`config.mk`:
```
export PLATFORM = sky130hd
export DESIGN_NAME = hqmac_ctrl
export DESIGN_NICKNAME = d
export VERILOG_FILES = /design/src/shared/hqmac_pkg.sv /design/src/core/hqmac_ctrl.sv
export VERILOG_INCLUDE_DIRS = /design/src /design/src/shared
export SDC_FILE = /design/constraint.sdc
export NUM_CORES = 1
export LEC_CHECK = 0
export ABC_AREA = 1
export BUFFER_PORTS_ARGS = -buffer_cell sky130_fd_sc_hd__buf_2
export CAP_MARGIN = 20
export CORE_MARGIN = 1
export CORE_UTILIZATION = 35
export CTS_BUF_LIST = sky130_fd_sc_hd__clkbuf_8
export CTS_CLUSTER_DIAMETER = 30
export CTS_CLUSTER_SIZE = 30
export DETAILED_ROUTE_END_ITERATION = 8
export HOLD_SLACK_MARGIN = 0.12
export PLACE_DENSITY = 0.77
export SETUP_SLACK_MARGIN = 0.3
export SLEW_MARGIN = 20
export SYNTH_ARGS = -nofsm -noshare
export SYNTH_HDL_FRONTEND = slang
export SYNTH_SLANG_ARGS = --single-unit
```
`constraint.sdc`:
```
create_clock -name clk_i -period 1.82 [get_ports clk_i]
set_clock_uncertainty 0.05 [all_clocks]
set_input_delay 0.091 -clock clk_i [delete_from_list [all_inputs] [get_ports clk_i]]
set_output_delay 0.091 -clock clk_i [all_outputs]
set_load 0.1 [all_outputs]
```
`src/shared/hqmac_defines.svh`:
```
// Offsets, field positions, reset values and timing counts for the queue MAC control block
`ifndef HQMAC_DEFINES_SVH
`define HQMAC_DEFINES_SVH
// Register indexes; byte address is four times the index
`define HQMAC_IDX_TX_CTRL      6'h00
`define HQMAC_IDX_TX_STAT      6'h02
`define HQMAC_IDX_RX_CTRL      6'h04
`define HQMAC_IDX_BUS_CFG      6'h08
`define HQMAC_ADR_TX_CTRL      8'h00
`define HQMAC_ADR_TX_STAT      8'h08
`define HQMAC_ADR_RX_CTRL      8'h10
`define HQMAC_ADR_BUS_CFG      8'h20
// transmit_control fields
`define HQMAC_TX_RUN_BIT       0
`define HQMAC_TX_CRC_BIT       1
`define HQMAC_TX_PAD_BIT       2
`define HQMAC_TX_PAUSE_BIT     3
`define HQMAC_TX_CTRL_MASK     16'h000F
// receive_control fields
`define HQMAC_RX_RUN_BIT       0
`define HQMAC_RX_HASH_BIT      2
`define HQMAC_RX_STRIP_BIT     3
`define HQMAC_RX_PROM_BIT      4
`define HQMAC_RX_UCAST_BIT     5
`define HQMAC_RX_MCAST_BIT     6
`define HQMAC_RX_BCAST_BIT     7
`define HQMAC_RX_BADCRC_BIT    9
`define HQMAC_RX_PAUSE_BIT     10
`define HQMAC_RX_CTRL_MASK     16'h06FD
// Reset values
`define HQMAC_TX_CTRL_RST      16'h0000
`define HQMAC_RX_CTRL_RST      16'h0000
`define HQMAC_BUS_CFG_RST      1'b0
// Frame figures
`define HQMAC_MIN_FRAME_BYTES  11'h040
`define HQMAC_FRAME_ID_MSB     5
`define HQMAC_BUS_CFG_BIT      0
// One pause quantum is 512 bit times at 100 Mb/s
`define HQMAC_PAUSE_QUANTUM_NS 5120
`define HQMAC_CLK_PERIOD_NS    40
`define HQMAC_QUANTUM_CYCLES   ((`HQMAC_PAUSE_QUANTUM_NS + `HQMAC_CLK_PERIOD_NS - 1) / `HQMAC_CLK_PERIOD_NS)
`endif

```
`src/shared/hqmac_pkg.sv`:
```
// Types shared by the queue MAC control block
package hqmac_pkg;
  typedef enum logic [1:0] {
    HQMAC_TX_IDLE  = 2'b00,
    HQMAC_TX_SEND  = 2'b01
  } hqmac_tx_state_e;
  typedef enum logic [1:0] {
    HQMAC_RX_IDLE  = 2'b00,
    HQMAC_RX_FRAME = 2'b01
  } hqmac_rx_state_e;
  typedef struct packed {
    logic [5:0]  id;
    logic [10:0] len;
  } hqmac_tx_req_s;
  typedef struct packed {
    logic [47:0] dest;
    logic        crc_err;
    logic        hash_hit;
  } hqmac_rx_hdr_s;
  typedef struct packed {
    logic        pad;
    logic        crc;
    logic [5:0]  id;
  } hqmac_tx_attr_s;
endpackage

```
`src/core/hqmac_ctrl.sv`:
```
// Control and status of the host queue MAC: registers, transmit gating, receive filtering
//
// The implementer's own choice: the Wishbone interface to the registers.
`include "hqmac_defines.svh"

module hqmac_ctrl
  import hqmac_pkg::*;
(
  input  wire logic          clk_i,
  input  wire logic          rst_i,
  // Wishbone classic slave
  input  wire logic          wb_cyc_i,
  input  wire logic          wb_stb_i,
  input  wire logic          wb_we_i,
  input  wire logic [7:0]    wb_adr_i,
  input  wire logic [3:0]    wb_sel_i,
  input  wire logic [31:0]   wb_dat_i,
  output logic      [31:0]   wb_dat_o,
  output logic               wb_ack_o,
  // Serial memory configuration load
  input  wire logic          serial_mem_enable_pin_i,
  input  wire logic          cfg_word_valid_i,
  input  wire logic [15:0]   cfg_word_i,
  // Transmit side
  input  wire logic          tx_req_valid_i,
  input  wire hqmac_tx_req_s tx_req_i,
  output logic               tx_req_ready_o,
  output logic               tx_start_o,
  output hqmac_tx_attr_s     tx_attr_o,
  input  wire logic          tx_done_i,
  output logic               tx_busy_o,
  // Flow control
  input  wire logic          switch_global_ctrl_three_fc_i,
  input  wire logic          rx_fifo_thresh_i,
  output logic               pause_send_o,
  input  wire logic          rx_pause_valid_i,
  input  wire logic [15:0]   rx_pause_quanta_i,
  output logic               tx_paused_o,
  // Receive side, then the bus width strap output
  input  wire logic [47:0]   station_addr_i,
  input  wire logic          rx_hdr_valid_i,
  input  wire hqmac_rx_hdr_s rx_hdr_i,
  input  wire logic          rx_end_i,
  output logic               rx_accept_o,
  output logic               rx_discard_o,
  output logic               rx_strip_crc_o,
  output logic               rx_busy_o,
  output logic               host_bus_16bit_o
);

  localparam logic [6:0] QUANTUM_LAST = 7'(`HQMAC_QUANTUM_CYCLES - 1);

  logic [15:0]      transmit_control;
  logic [15:0]      receive_control;
  logic [5:0]       last_tx_frame_id;
  logic             bus_width_config;
  hqmac_tx_state_e  tx_state;
  hqmac_rx_state_e  rx_state;
  logic [15:0]      pause_quanta;
  logic [6:0]       pause_sub;
  logic             wr_stb;
  logic             rx_match;
  logic             rx_is_mcast;
  logic             rx_is_bcast;
  logic             tx_go;

  wire tx_run_en            = transmit_control[`HQMAC_TX_RUN_BIT];
  wire tx_crc_append_en     = transmit_control[`HQMAC_TX_CRC_BIT];
  wire tx_pad_en            = transmit_control[`HQMAC_TX_PAD_BIT];
  wire tx_pause_generate_en = transmit_control[`HQMAC_TX_PAUSE_BIT];
  wire rx_run_en            = receive_control[`HQMAC_RX_RUN_BIT];
  wire rx_mhash_en          = receive_control[`HQMAC_RX_HASH_BIT];
  wire rx_crc_strip_en      = receive_control[`HQMAC_RX_STRIP_BIT];
  wire rx_promiscuous_en    = receive_control[`HQMAC_RX_PROM_BIT];
  wire rx_ucast_accept_en   = receive_control[`HQMAC_RX_UCAST_BIT];
  wire rx_mcast_accept_en   = receive_control[`HQMAC_RX_MCAST_BIT];
  wire rx_bcast_accept_en   = receive_control[`HQMAC_RX_BCAST_BIT];
  wire rx_bad_crc_admit_en  = receive_control[`HQMAC_RX_BADCRC_BIT];
  wire rx_pause_honour_en   = receive_control[`HQMAC_RX_PAUSE_BIT];

  // Bus slave: one wait state, ack drops the cycle after it is given
  // Writes land on the edge that samples ack, the one edge master and slave share
  assign wr_stb = wb_cyc_i & wb_stb_i & wb_we_i & wb_ack_o;

  always_ff @(posedge clk_i) begin
    if (rst_i) begin
      wb_ack_o <= 1'b0;
    end else begin
      wb_ack_o <= wb_cyc_i & wb_stb_i & ~wb_ack_o;
    end
  end

  // Byte lanes 0 and 1 carry the 16-bit registers
  function automatic logic [15:0] merge16(input logic [15:0] old, input logic [31:0] d, input logic [3:0] sel);
    merge16 = {sel[1] ? d[15:8] : old[15:8], sel[0] ? d[7:0] : old[7:0]};
  endfunction

  always_ff @(posedge clk_i) begin
    if (rst_i) begin
      transmit_control <= `HQMAC_TX_CTRL_RST;
    end else if (wr_stb && wb_adr_i == `HQMAC_ADR_TX_CTRL) begin
      transmit_control <= merge16(transmit_control, wb_dat_i, wb_sel_i) & `HQMAC_TX_CTRL_MASK;
    end
  end

  always_ff @(posedge clk_i) begin
    if (rst_i) begin
      receive_control <= `HQMAC_RX_CTRL_RST;
    end else if (wr_stb && wb_adr_i == `HQMAC_ADR_RX_CTRL) begin
      receive_control <= merge16(receive_control, wb_dat_i, wb_sel_i) & `HQMAC_RX_CTRL_MASK;
    end
  end

  always_ff @(posedge clk_i) begin
    if (rst_i) begin
      wb_dat_o <= 32'h00000000;
    end else if (wb_cyc_i && wb_stb_i && !wb_we_i && !wb_ack_o) begin
      if (wb_adr_i == `HQMAC_ADR_TX_CTRL) begin
        wb_dat_o <= {16'h0000, transmit_control};
      end else if (wb_adr_i == `HQMAC_ADR_TX_STAT) begin
        wb_dat_o <= {26'h0000000, last_tx_frame_id};
      end else if (wb_adr_i == `HQMAC_ADR_RX_CTRL) begin
        wb_dat_o <= {16'h0000, receive_control};
      end else if (wb_adr_i == `HQMAC_ADR_BUS_CFG) begin
        wb_dat_o <= {31'h00000000, bus_width_config};
      end else begin
        // Unmapped addresses read zero
        wb_dat_o <= 32'h00000000;
      end
    end
  end

  // Bus width strap only follows the serial memory when it is fitted
  always_ff @(posedge clk_i) begin
    if (rst_i) begin
      bus_width_config <= `HQMAC_BUS_CFG_RST;
    end else if (serial_mem_enable_pin_i && cfg_word_valid_i) begin
      bus_width_config <= cfg_word_i[`HQMAC_BUS_CFG_BIT];
    end
  end
  assign host_bus_16bit_o = bus_width_config;

  // Pause honour timer: quanta counted down in whole 512-bit-time slots
  always_ff @(posedge clk_i) begin
    if (rst_i) begin
      pause_quanta <= 16'h0000;
      pause_sub    <= 7'h00;
    end else if (rx_pause_valid_i && rx_pause_honour_en) begin
      pause_quanta <= rx_pause_quanta_i;
      pause_sub    <= QUANTUM_LAST;
    end else if (pause_quanta != 16'h0000) begin
      if (pause_sub == 7'h00) begin
        pause_quanta <= pause_quanta - 16'h0001;
        pause_sub    <= QUANTUM_LAST;
      end else begin
        pause_sub <= pause_sub - 7'h01;
      end
    end
  end
  assign tx_paused_o = (pause_quanta != 16'h0000);

  always_ff @(posedge clk_i) begin
    if (rst_i) begin
      pause_send_o <= 1'b0;
    end else begin
      pause_send_o <= tx_pause_generate_en & switch_global_ctrl_three_fc_i & rx_fifo_thresh_i;
    end
  end

  // Transmit: a frame in flight always finishes, stop acts between frames
  assign tx_go          = tx_run_en && !tx_paused_o && tx_state == HQMAC_TX_IDLE;
  assign tx_req_ready_o = tx_go;
  assign tx_busy_o      = (tx_state == HQMAC_TX_SEND);

  always_ff @(posedge clk_i) begin
    if (rst_i) begin
      tx_state <= HQMAC_TX_IDLE;
    end else begin
      case (tx_state)
        HQMAC_TX_IDLE: begin
          if (tx_go && tx_req_valid_i) begin
            tx_state <= HQMAC_TX_SEND;
          end
        end
        HQMAC_TX_SEND: begin
          if (tx_done_i) begin
            tx_state <= HQMAC_TX_IDLE;
          end
        end
        default: begin
          tx_state <= HQMAC_TX_IDLE;
        end
      endcase
    end
  end

  // Attributes frozen at start so a mid-frame register write cannot split a frame
  always_ff @(posedge clk_i) begin
    if (rst_i) begin
      tx_start_o <= 1'b0;
      tx_attr_o  <= '0;
    end else begin
      tx_start_o <= tx_go && tx_req_valid_i;
      if (tx_go && tx_req_valid_i) begin
        tx_attr_o.id  <= tx_req_i.id;
        tx_attr_o.crc <= tx_crc_append_en;
        tx_attr_o.pad <= tx_pad_en && (tx_req_i.len < `HQMAC_MIN_FRAME_BYTES);
      end
    end
  end

  always_ff @(posedge clk_i) begin
    if (rst_i) begin
      last_tx_frame_id <= 6'h00;
    end else if (tx_state == HQMAC_TX_SEND && tx_done_i) begin
      last_tx_frame_id <= tx_attr_o.id;
    end
  end

  // Receive address filter
  assign rx_is_bcast = (rx_hdr_i.dest == 48'hFFFFFFFFFFFF);
  assign rx_is_mcast = rx_hdr_i.dest[40];
  always_comb begin
    rx_match = 1'b0;
    if (rx_promiscuous_en) begin
      rx_match = 1'b1;
    end else if (rx_bcast_accept_en && rx_is_bcast) begin
      rx_match = 1'b1;
    end else if (rx_mcast_accept_en && rx_is_mcast) begin
      rx_match = 1'b1;
    end else if (rx_mhash_en && rx_is_mcast && !rx_is_bcast && rx_hdr_i.hash_hit) begin
      rx_match = 1'b1;
    end else if (rx_ucast_accept_en && !rx_is_mcast && rx_hdr_i.dest == station_addr_i) begin
      rx_match = 1'b1;
    end
  end

  assign rx_busy_o = (rx_state == HQMAC_RX_FRAME);

  always_ff @(posedge clk_i) begin
    if (rst_i) begin
      rx_state <= HQMAC_RX_IDLE;
    end else begin
      case (rx_state)
        HQMAC_RX_IDLE: begin
          if (rx_hdr_valid_i && rx_run_en) begin
            rx_state <= HQMAC_RX_FRAME;
          end
        end
        HQMAC_RX_FRAME: begin
          if (rx_end_i) begin
            rx_state <= HQMAC_RX_IDLE;
          end
        end
        default: begin
          rx_state <= HQMAC_RX_IDLE;
        end
      endcase
    end
  end

  always_ff @(posedge clk_i) begin
    if (rst_i) begin
      rx_accept_o    <= 1'b0;
      rx_discard_o   <= 1'b0;
      rx_strip_crc_o <= 1'b0;
    end else begin
      rx_accept_o  <= 1'b0;
      rx_discard_o <= 1'b0;
      if (rx_hdr_valid_i && rx_run_en && rx_state == HQMAC_RX_IDLE) begin
        rx_accept_o    <= rx_match && (!rx_hdr_i.crc_err || rx_bad_crc_admit_en);
        rx_discard_o   <= !(rx_match && (!rx_hdr_i.crc_err || rx_bad_crc_admit_en));
        rx_strip_crc_o <= rx_crc_strip_en;
      end
    end
  end

  a_bus_cfg_load: assert property (@(posedge clk_i) disable iff (rst_i)
    serial_mem_enable_pin_i && cfg_word_valid_i |=> host_bus_16bit_o == $past(cfg_word_i[0]))
    else $error("bus width bit not loaded");
  a_bus_cfg_hold: assert property (@(posedge clk_i) disable iff (rst_i)
    !serial_mem_enable_pin_i |=> $stable(host_bus_16bit_o))
    else $error("bus width bit moved without serial memory");
  a_pause_send: assert property (@(posedge clk_i) disable iff (rst_i)
    pause_send_o == ($past(tx_pause_generate_en) && $past(switch_global_ctrl_three_fc_i) && $past(rx_fifo_thresh_i)))
    else $error("pause send mismatch");
  a_pad_short: assert property (@(posedge clk_i) disable iff (rst_i)
    tx_go && tx_req_valid_i |=> tx_attr_o.pad == ($past(tx_pad_en) && $past(tx_req_i.len) < 11'd64))
    else $error("padding decision wrong");
  a_crc_attr: assert property (@(posedge clk_i) disable iff (rst_i)
    tx_start_o |-> tx_attr_o.crc == $past(tx_crc_append_en))
    else $error("crc append attribute wrong");
  a_tx_finish: assert property (@(posedge clk_i) disable iff (rst_i)
    tx_busy_o && !tx_done_i |=> tx_busy_o)
    else $error("transmit frame cut short");
  a_tx_stopped: assert property (@(posedge clk_i) disable iff (rst_i)
    !tx_run_en |-> !tx_req_ready_o ##1 !tx_start_o)
    else $error("frame started while stopped");
  a_last_id: assert property (@(posedge clk_i) disable iff (rst_i)
    tx_busy_o && tx_done_i |=> last_tx_frame_id == $past(tx_attr_o.id))
    else $error("last frame id not recorded");
  a_pause_hold: assert property (@(posedge clk_i) disable iff (rst_i)
    rx_pause_valid_i && rx_pause_honour_en && rx_pause_quanta_i != 16'h0000 |=> !tx_req_ready_o [*8])
    else $error("transmit not held by pause");
  a_pause_ignore: assert property (@(posedge clk_i) disable iff (rst_i)
    !rx_pause_honour_en && !tx_paused_o |=> !tx_paused_o)
    else $error("pause taken while disabled");
  a_bad_crc_drop: assert property (@(posedge clk_i) disable iff (rst_i)
    rx_hdr_valid_i && rx_run_en && !rx_busy_o && rx_hdr_i.crc_err && !rx_bad_crc_admit_en |=> rx_discard_o)
    else $error("bad crc frame admitted");
  a_rx_promisc: assert property (@(posedge clk_i) disable iff (rst_i)
    rx_hdr_valid_i && rx_run_en && !rx_busy_o && rx_promiscuous_en && !rx_hdr_i.crc_err |=> rx_accept_o)
    else $error("promiscuous frame rejected");
  a_rx_bcast: assert property (@(posedge clk_i) disable iff (rst_i)
    rx_hdr_valid_i && rx_run_en && !rx_busy_o && rx_is_bcast && !rx_hdr_i.crc_err
      && (rx_bcast_accept_en || rx_mcast_accept_en) |=> rx_accept_o)
    else $error("broadcast frame rejected");
  a_rx_stop_frame: assert property (@(posedge clk_i) disable iff (rst_i)
    rx_busy_o && !rx_end_i |=> rx_busy_o)
    else $error("receive frame cut short");
  a_rx_none: assert property (@(posedge clk_i) disable iff (rst_i)
    (rx_accept_o || rx_discard_o) |-> !(rx_accept_o && rx_discard_o))
    else $error("frame both accepted and discarded");
  a_wb_ack_drop: assert property (@(posedge clk_i) disable iff (rst_i)
    wb_ack_o |=> !wb_ack_o)
    else $error("ack held two cycles");
  a_rx_ucast_hit: assert property (@(posedge clk_i) disable iff (rst_i)
    rx_hdr_valid_i && rx_run_en && !rx_busy_o && rx_ucast_accept_en && !rx_hdr_i.crc_err
      && !rx_hdr_i.dest[40] && rx_hdr_i.dest == station_addr_i |=> rx_accept_o)
    else $error("station address frame rejected");
  a_rx_mcast_all: assert property (@(posedge clk_i) disable iff (rst_i)
    rx_hdr_valid_i && rx_run_en && !rx_busy_o && rx_mcast_accept_en && rx_hdr_i.dest[40]
      && !rx_hdr_i.crc_err |=> rx_accept_o)
    else $error("multicast frame rejected");
  a_rx_hash_hit: assert property (@(posedge clk_i) disable iff (rst_i)
    rx_hdr_valid_i && rx_run_en && !rx_busy_o && rx_mhash_en && rx_hdr_i.dest[40] && rx_hdr_i.hash_hit
      && rx_hdr_i.dest != 48'hFFFFFFFFFFFF && !rx_hdr_i.crc_err |=> rx_accept_o)
    else $error("hash filtered frame rejected");
  a_rx_no_enable: assert property (@(posedge clk_i) disable iff (rst_i)
    rx_hdr_valid_i && rx_run_en && !rx_busy_o && !rx_promiscuous_en && !rx_bcast_accept_en
      && !rx_mcast_accept_en && !rx_mhash_en && !rx_ucast_accept_en |=> rx_discard_o && !rx_accept_o)
    else $error("frame accepted with no criterion enabled");
  a_rx_strip: assert property (@(posedge clk_i) disable iff (rst_i)
    rx_hdr_valid_i && rx_run_en && !rx_busy_o |=> rx_strip_crc_o == $past(rx_crc_strip_en))
    else $error("strip setting not latched");
  a_rx_stopped: assert property (@(posedge clk_i) disable iff (rst_i)
    !rx_run_en && !rx_busy_o |=> !rx_busy_o && !rx_accept_o && !rx_discard_o)
    else $error("frame taken while receive stopped");
  a_tx_start_pulse: assert property (@(posedge clk_i) disable iff (rst_i)
    tx_start_o |-> tx_busy_o ##1 !tx_start_o)
    else $error("start pulse malformed");
  a_pause_zero: assert property (@(posedge clk_i) disable iff (rst_i)
    rx_pause_valid_i && rx_pause_honour_en && rx_pause_quanta_i == 16'h0000 |=> !tx_paused_o)
    else $error("zero pause did not release");
  a_pause_gen_off: assert property (@(posedge clk_i) disable iff (rst_i)
    !switch_global_ctrl_three_fc_i || !tx_pause_generate_en |=> !pause_send_o)
    else $error("pause sent while disabled");
  a_stat_read: assert property (@(posedge clk_i) disable iff (rst_i)
    wb_ack_o && !wb_we_i && wb_adr_i == `HQMAC_ADR_TX_STAT
      |-> wb_dat_o == {26'h0000000, $past(last_tx_frame_id)})
    else $error("status read wrong");
  a_bus_cfg_read: assert property (@(posedge clk_i) disable iff (rst_i)
    wb_ack_o && !wb_we_i && wb_adr_i == `HQMAC_ADR_BUS_CFG
      |-> wb_dat_o == {31'h00000000, $past(host_bus_16bit_o)})
    else $error("bus width read wrong");
  a_ctrl_write: assert property (@(posedge clk_i) disable iff (rst_i)
    wb_cyc_i && wb_stb_i && wb_we_i && wb_ack_o && wb_adr_i == `HQMAC_ADR_TX_CTRL && wb_sel_i[0]
      |=> transmit_control[3:0] == $past(wb_dat_i[3:0]))
    else $error("transmit control write lost");

endmodule

```
# Word-level counts from Yosys, hierarchy flattened
# Index checks and enable logic that the tools add are counted.
# word_totals
reg_bits	93
inputBits	205
# classes
add_sub_neg	2
n_lt_le_gt_ge	1
n_eq_ne	11
mux	21
bitwise_logic	8
reduce_logical	44
# ops
operator	count
$eq A48 B48 Y1	1
$eq A48 B48 Y1 const B	1
$mux W16	3
$mux W11	3
$logic_and A1 B1 Y1	22
$mux W7	3
$reduce_bool A16 Y1	1
$sub A16 B1 Y16 const B	1
$reduce_and A2 Y1	6
$lt A11 B7 Y1 const B	1
$eq A8 B4 Y1 const B	1
$eq A8 B5 Y1 const B	1
$eq A8 B6 Y1 const B	1
$logic_not A8 Y1	1
$mux W2	4
$pmux W2 S2	2
$logic_not A1 Y1	7
$logic_not A7 Y1	1
$sub A7 B1 Y7 const B	1
$and A1 B1 Y1	6
$mux W1	6
$ne A2 B2 Y1 const B	3
$eq A2 B1 Y1 const B	2
$logic_not A2 Y1	2
other kinds (5)	7

# Depth between registers and ports, before layout
# depth
depth_word	10
ltp_mapped	12
mapped_depth_nobuf	12

# Worst setup path before layout
# Ideal clock, no wire load.
# synth_path
path_type	register to output
startpoint	register pause_quanta[1]
endpoint	output tx_req_ready_o
t_arrival_ps	3604
required_ps	1679
setup_slack_ps	-1925
path_stages_with_launch	9
path_buffers	0
cell_sequence	dfxtp_1 inv_1 ha_1 nand3_2 nor2_2 nand2_2 nor2_4 inv_1 nor3_1
# synth_between
elab_chain_cells	4
# synth_rtl
element	line_no	text
start, declared	hqmac_ctrl.sv:59	logic [15:0] pause_quanta;
start signal, assigned	hqmac_ctrl.sv:149	pause_quanta <= rx_pause_quanta_i;
start signal, assigned	hqmac_ctrl.sv:153	pause_quanta <= pause_quanta - 16'h0001;
$reduce_bool A16 Y1	hqmac_ctrl.sv:160	assign tx_paused_o = (pause_quanta != 16'h0000);
via tx_paused_o	hqmac_ctrl.sv:38	output logic tx_paused_o,
$logic_not A1 Y1	hqmac_ctrl.sv:171	assign tx_go = tx_run_en && !tx_paused_o && tx_state == HQMAC_TX_IDLE;
$logic_and A1 B1 Y1 (2 in series)	hqmac_ctrl.sv:171	
end, declared	hqmac_ctrl.sv:27	output logic tx_req_ready_o,
# The timed path passes the listed nets, and every way through them passes these cells.

# Final worst setup path
# layout_path
startpoint	register pause_quanta[1]
endpoint	output tx_req_ready_o
# layout_between
elab_chain_cells	4
# layout_rtl
element	line_no
$reduce_bool A16 Y1	hqmac_ctrl.sv:160
$logic_not A1 Y1	hqmac_ctrl.sv:171
$logic_and A1 B1 Y1 (2 in series)	hqmac_ctrl.sv:171
# Every way passes these cells.

==> results.md <==
- Status: complete, but fails checks
- Failing checks: negative setup slack
- Post-Syn Area: 4540 sq um
- Tmin final: 1960 ps
- Die Ht: 116 um
- GR Overflow Total: 0
- Maxcap violations: 0
- Most common cell in the netlist: nand2_1
- Cell Rows: 41
- Avg Cell Area, Syn: 6.18 sq um
- Crit path launch type: flop
- Crit-path leading delay family: simple AND/OR/NAND/NOR gates
- Share of cells above drive strength 1: 35.5%
- Number of H-tree levels: 3
- First-pass GRT wire length: 24000 um
- WP buf/inv: 3
- Max Fclk: 510 MHz
- DR WL/cell: 14.3 um
- R2R depth: 12
- Post-Synthesis Cells: 735
- Dpl hpwl: 10300 um
- Endpoints failing hold: 0
- Post-synth top cells: 191 x nand2_1, 115 x nor2_1, 99 x inv_1
- Crit-path cells: inv_2 > ha_4 > nand3_4 > nor2_4 > nand2_2 > nor2_4 > inv_2 > nor3_4 > buf_12
- P_leak: 3.53 nW
- Final worst slack: -139 ps
- Worst min-delay path class: primary input to flop
- Clock root buffer master: clkbuf_8
- RePlAce Congestion: 0.846
- Max stage delay on crit path: 330 ps
- Hold EP: tx_state[0]$_SDFFE_PP0P_
- Critical path arrival: 1820 ps
- Top cells by area, synth: dfxtp_1 30%, nand2_1 16%, nor2_1 9.5%
- Reg2reg end: pause_quanta[3]$_SDFFE_PP0P_
- Slew Limit Fails: 0
- Die Area: 13400 sq um
- I/O pin count: 256
- Slew headroom: 62.9%
- CP Launch Point: pause_quanta[1]$_SDFFE_PP0P_
- Reg-to-Reg Start: pause_quanta[1]$_SDFFE_PP0P_
- Ys async rst share: 0%
- WHS Path Cells: 3
- Layout Nets: 1227
- DP Area: 5720 sq um
- YS warnings: 0
- Routed Wire Length: 17100 um
- Core area: 12600 sq um
- Total power: 10.1 mW
- Setup crit end kind: output port
- Drt first pass iters: 5
- Worst vdd ir: 1990 uV
- Main synth FF type: dfxtp_1
- Post-DRT Antenna Nets: 0
- Pin count of the biggest net entering global routing: 32
- Starting Density: 36.0%
- Initial DRC count: 442
- Synth unique cells: 39
- Register area share after synthesis: 30.4%
- Via count: 5834
- Setup slack, reg-to-reg: -40 ps
- Area added between synthesis and finish: 57.6%
- Period Utilization, post-route: 108%
- Worst Path Max Fanout: 2
- CP Class: flop to output port
- Total CTS buffers: 9
- Total GRT Usage: 22.9%
- Clock Latency Late Sink: 370 ps
- Antenna violations before repair: 0
- Post-synth EDFFs: 0
- Yosys reg bits: 69
- Port Buffers: 188
- Fin area: 7160 sq um
- Max clock buf depth: 2
- # fillers: 1087
- CP required: 1680 ps
- Clock Pin Slew Worst Setup and Hold Paths: 80 ps
- Post-synth top area cell: dfxtp_1
- CTS tree: yes
- Synth top area share: 30.4%
- CTS Sinks: 69
- Drt via density: 4.87
- Residual DRC: 0
- Final antenna diode count: 0
- Unrepaired setup endpoints after global routing: true
- Chip width: 116 um
- Least-Margin Pin Slew: 556 ps
- Vias in the first global route: 5287
- Pwr dens: 1410 nW/um^2
- Slowest cell on crit path: dfxtp_2
- # setup viols final: 13
- Hold_sp: rst_i
-- report_power, final --
| part | internal, mW | leakage (nW) | switching [mW] |
|---|---|---|---|
| Sequential | 1.74 | 0.565 | 0.243 |
| Clock | 0.781 | 0.112 | 0.659 |
| Combinational | 2.73 | 2.85 | 3.95 |
-- area by class of cell --
cell class	instances	area [sq um]	area share, %
timing repair buffer	282	1850	25.9
clock buffer	9	124	1.73
timing repair inverter	3	36.3	0.507
tap	172	215	3.01
clock inverter	7	97.6	1.36
multi-input combinational	551	3020	42.2
inverter	104	412	5.75
sequential	69	1400	19.5
-- through the flow --
| stage | instances | util, % | hold slack (ps) | TNS [ps] | setup slack [ps] |
|---|---|---|---|---|---|
| floorplan | 756 | - | 145 | -557 | -557 |
| global placement | 1094 | 45.3 | 236 | 0 | 182 |
| detailed placement | 1094 | 45.3 | 240 | 0 | 154 |
| CTS | 1180 | 53.5 | 134 | -201 | -151 |
| global route | 1197 | 56.7 | 152 | -1230 | -178 |
| finish | 1197 | 56.7 | 142 | -438 | -139 |
-- worst max path at each step --
stage / to / slack, ps / cells after the start
finish: tx_req_ready_o / -140 / 9
CTS: tx_req_ready_o / -150 / 7
global placement: pause_quanta[1]$_SDFFE_PP0P_ / 180 / 9
global route: tx_req_ready_o / -180 / 9
detailed placement: pause_quanta[1]$_SDFFE_PP0P_ / 150 / 9
floorplan: tx_req_ready_o / -560 / 8
-- what timing repair did --
item | CTS | global route
gates cloned | 4 | 3
hold buffers | 51 | 0
gates resized for setup | 47 | 89
pin swaps | 10 | 34
setup buffers | 15 | 15
setup endpoints to repair | 32 | 45
hold endpoints to repair | 46 | 0
-- sequential cells by signal, indices dropped and copies added (netlist names), 4 cells and up --
register,cells
pause_sub,7
pause_quanta,16
tx_attr_o,8
receive_control,9
last_tx_frame_id,6
wb_dat_o,10
transmit_control,4
-- cell families after synthesis --
logic type               count (synthesis)  share of synthesized area [%]
AO/OA/AOI/OAI                          114                           13.8
XOR/XNOR                                20                           3.86
adder cells (fa/ha/maj)                  2                          0.551
buffers and inverters                  140                           13.9
flip-flops                              69                           30.4
other                                    1                         0.0826
AND/OR/NAND/NOR                        389                           37.4
-- worst register-to-register path, delay by kind of cell, from the launching register on --
| kind | cells | cell delay [ps] |
|---|---|---|
| adders and majority gates | 1 | 160 |
| buffers and inverters | 6 | 550 |
| and+or+nand+nor | 4 | 540 |
| DFF | 1 | 330 |
| AOI/OAI and AO/OA | 1 | 160 |
-- routing by layer --
metal / global-route usage, % / vias up / share of wire (%)
li1: - / 2867 / -
met1: 23.4 / 2588 / 36
met2: 44.2 / 328 / 51
met3: 4.86 / 51 / 9.2
met4: 10.5 / 0 / 3.5
met5: 0 / - / 0
-- cell usage in the layout (no fill, tap or decap), types with 6 or more instances in the layout --
cell type	instances
nor2_2	11
clkbuf_8	9
a21oi_1	34
o21ai_1	12
nand3_1	26
nand3_4	6
dfxtp_2	11
buf_2	186
nor2_1	98
a21oi_2	11
o21ai_0	30
a211oi_2	8
xor2_1	8
nand4_1	10
inv_1	94
nand2_1	177
buf_6	11
nand2_2	13
dfxtp_1	57
nor4_1	7
nor3_1	6
xnor2_1	12
conb_1	22
nor2_4	13
buf_4	32
o21ai_2	6
dlygate4sd3_1	50
Note: power is estimated with default switching activity, not from simulation.
